$ cat config.mk
export PLATFORM = sky130hd
export DESIGN_NAME = ttx_host_port
export DESIGN_NICKNAME = d
export VERILOG_FILES = /design/src/ttx_digit_reg.v /design/src/ttx_host_port.v
export VERILOG_INCLUDE_DIRS = /design/src /design/src/src
export SDC_FILE = /design/constraint.sdc
export NUM_CORES = 1
export LEC_CHECK = 0
export ABC_AREA = 1
export BUFFER_PORTS_ARGS = -buffer_cell sky130_fd_sc_hd__buf_2
export CAP_MARGIN = 10
export CORE_ASPECT_RATIO = 0.9
export CORE_MARGIN = 8
export CORE_UTILIZATION = 54
export DETAILED_ROUTE_END_ITERATION = 10
export MAX_ROUTING_LAYER = met4
export PLACE_DENSITY = 0.84
export SLEW_MARGIN = 15
export SYNTH_ARGS = -nofsm -noshare
export SYNTH_HDL_FRONTEND = slang
export SYNTH_SLANG_ARGS = --single-unit
$ cat constraint.sdc
create_clock -name ref_clk -period 1.5 [get_ports ref_clk]
set_input_delay 0.225 -clock ref_clk [delete_from_list [all_inputs] [get_ports ref_clk]]
set_output_delay 0.225 -clock ref_clk [all_outputs]
set_load 0.01 [all_outputs]
$ cat src/ttx_port_regs.vh
`ifndef TTX_PORT_REGS_VH
`define TTX_PORT_REGS_VH
// ==========================================================
// Register select decode
`define TTX_SEL_DATA 1'b0
`define TTX_SEL_CTRL 1'b1
// ==========================================================
// Control A fields
`define TTX_CTLA_TONE_OUT 0
`define TTX_CTLA_PROGRESS 1
`define TTX_CTLA_IRQ_EN 2
`define TTX_CTLA_BANK_SEL 3
// ==========================================================
// Control B fields
`define TTX_CTLB_BURST_N 0
`define TTX_CTLB_TEST 1
`define TTX_CTLB_SINGLE 2
`define TTX_CTLB_COLUMN 3
// ==========================================================
// Status fields
`define TTX_ST_IRQ 0
`define TTX_ST_TX_EMPTY 1
`define TTX_ST_RX_FULL 2
`define TTX_ST_DSTEER 3
// ==========================================================
// Reset values (host must still run its init sequence)
`define TTX_CTLA_RESET 4'h0
`define TTX_CTLB_RESET 4'h1
`define TTX_STATUS_RESET 4'h8
// ==========================================================
// Burst timing: clock 40 MHz, burst/pause 51 ms, doubled in progress mode
`define TTX_CLK_HZ 40000000
`define TTX_BURST_MS 51
`define TTX_BURST_CYCLES ((`TTX_CLK_HZ / 1000) * `TTX_BURST_MS)
`endif

$ cat src/ttx_digit_reg.v
`timescale 1ns/1ps
`default_nettype none
// ==========================================================
// Four-bit digit holding register, read data registered
module ttx_digit_reg (
    input wire ref_clk,
    input wire rst_n,
    input wire load,
    input wire [3:0] load_data,
    output reg [3:0] hold_data
);
    // Keeps the last loaded digit until the next load
    always @(posedge ref_clk) begin
        if (!rst_n) begin
            hold_data <= 4'h0;
        end else if (load) begin
            hold_data <= load_data;
        end
    end
endmodule
`default_nettype wire

$ cat src/ttx_host_port.v
`timescale 1ns/1ps
`default_nettype none
`include "ttx_port_regs.vh"
// Functional notes
// - Five registers: rx, tx, control A/B, status
// - Select and strobes pick the register
// - Receive register read-only, last valid digit
// - Transmit register write-only, selects tone pair
// - Control A b3 steers next write to B
// - Status read-only, shows live state
// - Control A b0 gates tone_active only, not single or column
// - Control A b1 selects progress or tone mode
// - Progress mode with irq enable: squarewave out
// - Progress mode blocks digit detection
// - Irq low on digit or burst ready
// - No wait states at 16 MHz host
// - Burst mode: burst, pause, then tx empty
// - Control B single tone and column/row pick
// - Test mode mirrors delayed steering on pin in tone mode
// - Status flags; read clears b0 to b2
module ttx_host_port #(
    parameter [31:0] BURST_CYCLES = `TTX_BURST_CYCLES
) (
    input wire ref_clk,
    input wire rst_n,
    input wire chip_select_n,
    input wire register_select_line,
    input wire write_n,
    input wire read_n,
    input wire [3:0] data_in,
    output reg [3:0] data_out,
    output reg data_oe_n,
    input wire digit_valid,
    input wire [3:0] digit_code,
    input wire delayed_steer,
    input wire progress_tone,
    output reg interrupt_or_progress_pin_oe_n,
    output reg tone_active,
    output reg [3:0] tone_code,
    output reg tone_single,
    output reg tone_column
);
    // ==========================================================
    // Bus strobe decode
    reg wr_d;
    reg rd_d;
    reg [3:0] tone_control_a;
    reg [3:0] tone_control_b;
    reg bank_select_bit;
    reg [3:0] status;
    reg dv_d;
    reg [31:0] burst_cnt;
    reg burst_run;
    reg burst_pause;
    reg tx_pending;
    wire [3:0] rx_digit;
    wire wr_now = !chip_select_n && !write_n;
    wire rd_now = !chip_select_n && !read_n;
    // Edge detect so one host cycle is one access; a 16 MHz host strobe
    // spans at least one 25 ns clock, so no wait states are needed
    wire wr_edge = wr_now && !wr_d;
    wire rd_edge = rd_now && !rd_d;
    wire rd_end = !rd_now && rd_d;
    wire wr_tx = wr_edge && register_select_line == `TTX_SEL_DATA;
    wire wr_ctrl = wr_edge && register_select_line == `TTX_SEL_CTRL;
    wire rd_status = rd_end && register_select_line == `TTX_SEL_CTRL;
    wire progress_mode = tone_control_a[`TTX_CTLA_PROGRESS];
    wire burst_mode = !tone_control_b[`TTX_CTLB_BURST_N];
    // Digit accepted only in tone mode
    wire digit_new = digit_valid && !dv_d && !progress_mode;
    wire [31:0] burst_len = progress_mode ? (BURST_CYCLES << 1) : BURST_CYCLES;
    wire burst_done = burst_run && burst_pause && burst_cnt == burst_len - 32'd1;
    wire set_tx_empty = burst_mode && burst_done;
    wire [3:0] next_status;
    reg pin_low;

    // Flag update: hardware set wins over a read clear
    function [3:0] ttx_flags;
        input [3:0] cur;
        input clr;
        input set_rx;
        input set_tx;
        input steer;
        reg rx;
        reg tx;
        begin
            rx = (cur[`TTX_ST_RX_FULL] && !clr) || set_rx;
            tx = (cur[`TTX_ST_TX_EMPTY] && !clr) || set_tx;
            ttx_flags = {steer, rx, tx, rx || tx};
        end
    endfunction

    // ==========================================================
    // Receive digit store
    ttx_digit_reg u_rx (
        .ref_clk(ref_clk),
        .rst_n(rst_n),
        .load(digit_new),
        .load_data(digit_code),
        .hold_data(rx_digit)
    );

    // Strobe history
    always @(posedge ref_clk) begin
        if (!rst_n) begin
            wr_d <= 1'b0;
            rd_d <= 1'b0;
            dv_d <= 1'b0;
        end else begin
            wr_d <= wr_now;
            rd_d <= rd_now;
            dv_d <= digit_valid;
        end
    end

    // ==========================================================
    // Control registers sharing one address
    always @(posedge ref_clk) begin
        if (!rst_n) begin
            tone_control_a <= `TTX_CTLA_RESET;
            tone_control_b <= `TTX_CTLB_RESET;
            bank_select_bit <= 1'b0;
        end else if (wr_ctrl) begin
            if (bank_select_bit) begin
                tone_control_b <= data_in;
                bank_select_bit <= 1'b0;
            end else begin
                tone_control_a <= data_in;
                bank_select_bit <= data_in[`TTX_CTLA_BANK_SEL];
            end
        end
    end

    // ==========================================================
    // Status flags; non-burst mode forces tx empty low before the irq
    // summary is formed, so leaving burst mode cannot leave a stale irq
    assign next_status = ttx_flags(burst_mode ? status : (status & 4'hd), rd_status, digit_new,
                                   set_tx_empty, delayed_steer);
    always @(posedge ref_clk) begin
        if (!rst_n) begin
            status <= `TTX_STATUS_RESET;
        end else begin
            status <= next_status;
        end
    end

    // ==========================================================
    // Transmit digit and burst timer
    always @(posedge ref_clk) begin
        if (!rst_n) begin
            tone_code <= 4'h0;
            tx_pending <= 1'b0;
            burst_run <= 1'b0;
            burst_pause <= 1'b0;
            burst_cnt <= 32'h0;
        end else begin
            if (wr_tx) begin
                tone_code <= data_in;
            end
            if (!burst_mode) begin
                burst_run <= 1'b0;
                burst_pause <= 1'b0;
                burst_cnt <= 32'h0;
                tx_pending <= 1'b0;
            end else if (!burst_run) begin
                // A write during a burst waits for the current pause to end
                if (wr_tx || tx_pending) begin
                    burst_run <= 1'b1;
                    tx_pending <= 1'b0;
                    burst_cnt <= 32'h0;
                end
            end else begin
                if (wr_tx) begin
                    tx_pending <= 1'b1;
                end
                if (burst_cnt == burst_len - 32'd1) begin
                    burst_cnt <= 32'h0;
                    burst_pause <= !burst_pause;
                    if (burst_pause) begin
                        burst_run <= 1'b0;
                    end
                end else begin
                    burst_cnt <= burst_cnt + 32'd1;
                end
            end
        end
    end

    // ==========================================================
    // Tone drive: control A b0 gates tone_active only, not single or column
    always @(posedge ref_clk) begin
        if (!rst_n) begin
            tone_active <= 1'b0;
            tone_single <= 1'b0;
            tone_column <= 1'b0;
        end else begin
            tone_active <= tone_control_a[`TTX_CTLA_TONE_OUT] &&
                           (!burst_mode || (burst_run && !burst_pause));
            tone_single <= tone_control_b[`TTX_CTLB_SINGLE];
            tone_column <= tone_control_b[`TTX_CTLB_COLUMN];
        end
    end

    // ==========================================================
    // Pin select: progress wave, test mirror or interrupt
    always @* begin
        if (!tone_control_a[`TTX_CTLA_IRQ_EN] && !tone_control_b[`TTX_CTLB_TEST]) begin
            pin_low = 1'b0;
        end else if (progress_mode) begin
            pin_low = tone_control_a[`TTX_CTLA_IRQ_EN] && !progress_tone;
        end else if (tone_control_b[`TTX_CTLB_TEST]) begin
            pin_low = !status[`TTX_ST_DSTEER];
        end else begin
            pin_low = status[`TTX_ST_IRQ];
        end
    end

    // Open drain: enable low pulls the wire down
    always @(posedge ref_clk) begin
        if (!rst_n) begin
            interrupt_or_progress_pin_oe_n <= 1'b1;
        end else begin
            interrupt_or_progress_pin_oe_n <= !pin_low;
        end
    end

    // ==========================================================
    // Read data: registered, driven only during a read cycle
    always @(posedge ref_clk) begin
        if (!rst_n) begin
            data_out <= 4'h0;
            data_oe_n <= 1'b1;
        end else begin
            data_oe_n <= !rd_now;
            if (rd_edge) begin
                data_out <= (register_select_line == `TTX_SEL_CTRL) ? status : rx_digit;
            end
        end
    end
endmodule
`default_nettype wire

==> results.json <==
{
  "status": "complete, but fails checks",
  "violations": "setup timing",
  "switchingPower_mw": 0.897,
  "synth_cells": 546,
  "hold_path.class": "in -> reg",
  "cts_buffers": 9,
  "rsz0062_at_grt": "true",
  "clk_latency_ns": 0.35,
  "drc": 0,
  "p_int_mw": 2.66,
  "globalRouteTotalUtil_pct": 23.2,
  "critPathMaxFanout": 4,
  "finalHoldViolCount": 0,
  "ir_drop_mv": 0.733,
  "totalWireLength_mm": 10.9,
  "ys_types": 31,
  "end_kind": "flip-flop",
  "syn_nets": 564,
  "synth_xor_area_share_pct": 1.94,
  "cts_tree": "done",
  "layout_worst_path_cycle_share_pct": 105,
  "relSlewSlack_pct": 68.7,
  "initialDrtViolationCount": 282,
  "pwr_density_cell_nw_per_um2": 769,
  "p_comb_share_pct": 5.3,
  "worstPathRequired_ns": 1.73,
  "post_drt_via_cell_ratio": 5.41,
  "fillers": 538,
  "synth_edf_count": 0,
  "grt_pass1_wl_mm": 16.9,
  "wire_per_inst_um": 15.1,
  "yosys_register_bits": 67,
  "path_class": "reg -> reg",
  "leakage_nw": 1.78,
  "chipWidth_um": 102,
  "syn-cell-area_sq_um": 3620,
  "max_freq_ghz": 0.633,
  "synth_top_flop_cell": "dfxtp_1",
  "cts_root_buffer": "clkbuf_8",
  "holdBufCountCts": 0,
  "clk_pin_slew_ns": 0.08,
  "drv_cap": 0,
  "fin_nets": 646,
  "io_buffers": 29,
  "core_sq_um": 6550,
  "start_util_pct": 55.3,
  "drive_gt1_share_pct": 32.1,
  "layout-area-overhead-vs-synth_pct": 27.9,
  "swShare_pct": 25.2,
  "async_flop_share_pct": 0,
  "overflow": 0,
  "rows": 28,
  "clkPwrFrac_pct": 43.1,
  "muxShareOfSynthArea_pct": 0,
  "setup_slack_ns": -0.0799,
  "final-max-slew-violation-count": 0,
  "setup_viol": 16,
  "fin_skew_ns": 0.00571,
  "startpoint_type": "flip-flop",
  "antenna_found_initial": 0,
  "mostFrequentLayoutCells": "142 x nand2_1, 56 x inv_1, 52 x nor2_1, 51 x buf_4, 49 x dfxtp_1",
  "antenna_left": 0,
  "vias": 3910,
  "die_area_sq_um": 9580,
  "pwr-share-seq_pct": 51.6,
  "fin_crit_ns": 1.58,
  "final_common_cell": "nand2_1",
  "synth-compound-area-share_pct": 12.0,
  "dpl.hpwl_mm": 7.43,
  "finalWeightedCongestion": 1.04,
  "final_util_pct": 70.6,
  "grt_max_degree": 35,
  "diodes": 0,
  "die_h_um": 93.7,
  "clock_path_buffers": 2,
  "synth_seq_area_share_pct": 37.1,
  "dpl_cell_area_sq_um": 4160,
  "cts_sinks": 67,
  "synth_simple_gate_area_share_pct": 40.2,
  "final_area_sq_um": 4630,
  "pin_count": 30,
  "synth_top_family_by_area": "simple AND/OR/NAND/NOR gates",
  "htree_levels": 3,
  "arrival_ns": 1.81,
  "synth_fa_ha_area_share_pct": 0.346,
  "yosys_warnings": 0,
  "first_global_vias": 3604,
  "dr.pass1.iters": 5,
  "syn_avg_cell_area_sq_um": 6.63,
  "fin_total_pwr_mw": 3.56,
  "tightest_slew_ns": 0.470
}
==> cell type report <==
type                    instances  area (sq um)  area share (%)
repair buffers                 83           571            12.3
well taps                      90           113            2.43
multi-input cells             405          2150            46.4
flip-flops and latches         67          1360            29.5
inverters                      62           235            5.08
clock inverters                 7          76.3            1.65
clock buffers                   9           124            2.68
==> power groups by stage <==
| stage | sequential [mW] | clock, mW | combinational, mW |
|---|---|---|---|
| 5_1_grt | 1.84 | 1.61 | 0.212 |
| 6_report | 1.84 | 1.54 | 0.188 |
| 3_5_place_dp | 1.88 | 0 | 0.178 |
| 3_3_place_gp | 1.88 | 0 | 0.171 |
| 4_1_cts | 1.84 | 1.55 | 0.182 |
| 2_1_floorplan | 1.88 | 0 | 0.0926 |
==> synthesized netlist by cell type, types with 4 or more instances <==
master    instances  area, sq um
nand3_2          13          130
nand2_2           7         43.8
nand3b_1          5         37.5
a21oi_2          10         87.6
a21oi_1          32          160
inv_1            58          218
nand3_1          48          240
clkbuf_1          4         15.0
nor2_4            5         56.3
dfxtp_1          67         1340
nand2_1         148          556
o21ai_0          25          125
nor3_1            6         30.0
a31oi_1           4         25.0
xor2_1            6         52.6
nor2_2            7         43.8
buf_4             5         37.5
nor2_1           73          274
==> critical path, stage by stage, from the launching register on <==
cell     delay [ns]
dfxtp_1        0.38
inv_1          0.09
nand2_1        0.05
nor2_1         0.18
nand3_1        0.18
nor2_4         0.16
nand2_2        0.11
buf_4          0.18
nand3_2        0.07
a21oi_2        0.06
==> timing repair <==
item,in CTS,in global routing
resized for setup,21,50
setup endpoints to repair,25,35
setup buffers,1,7
pin swaps,5,15
==> stage by stage <==
stage | cells | setup TNS, ns | hold slack (ns) | setup slack, ns
floorplan | 546 | 0 | 0.302 | 0.00201
global placement | 699 | -0.0467 | 0.405 | -0.0260
detailed placement | 699 | -0.954 | 0.409 | -0.0923
CTS | 716 | 0 | 0.0328 | 0.00872
global route | 723 | -2.16 | 0.0325 | -0.156
finish | 723 | -0.875 | 0.0442 | -0.0799
==> registers in the layout (all words and copies together), names as in the netlist, 3 cells and up <==
register and count:
data_out 4, tone_control_b 4, burst_cnt 32, u_rx.hold_data 4, status 4, tone_code 4
tone_control_a 3
==> routing by layer <==
metal | wire (um) | vias to the layer above | GRT usage [%]
met4 | 335 | 0 | 10.5
met3 | 773 | 35 | 5.11
li1 | - | 1915 | -
met1 | 4570 | 1779 | 28.0
met5 | 0 | - | -
met2 | 5240 | 181 | 36.1
==> kinds of logic (layout without fill, tap and decap cells) <==
| logic type | count (synthesis) | count (layout) |
|---|---|---|
| flops | 67 | 67 |
| xor+xnor | 8 | 8 |
| buf+inv | 74 | 161 |
| compound gates | 77 | 77 |
| fa+ha+maj | 1 | 1 |
| simple gates | 319 | 319 |
==> worst paths after layout <==
check	from	to	slack (ns)	cells past startpoint
worst max-delay path	burst_cnt[15]$_SDFFE_PP0P_	burst_cnt[13]$_SDFFE_PP0P_	-0.08	9
worst min-delay path	write_n	wr_d$_SDFF_PN0_	0.04	2
worst min register to register	tone_code[3]$_SDFFE_PN0P_	tone_code[3]$_SDFFE_PN0P_	0.45	2
worst max register to register	burst_cnt[15]$_SDFFE_PP0P_	burst_cnt[13]$_SDFFE_PP0P_	-0.08	9
Note: power is estimated with default switching activity, not from simulation.
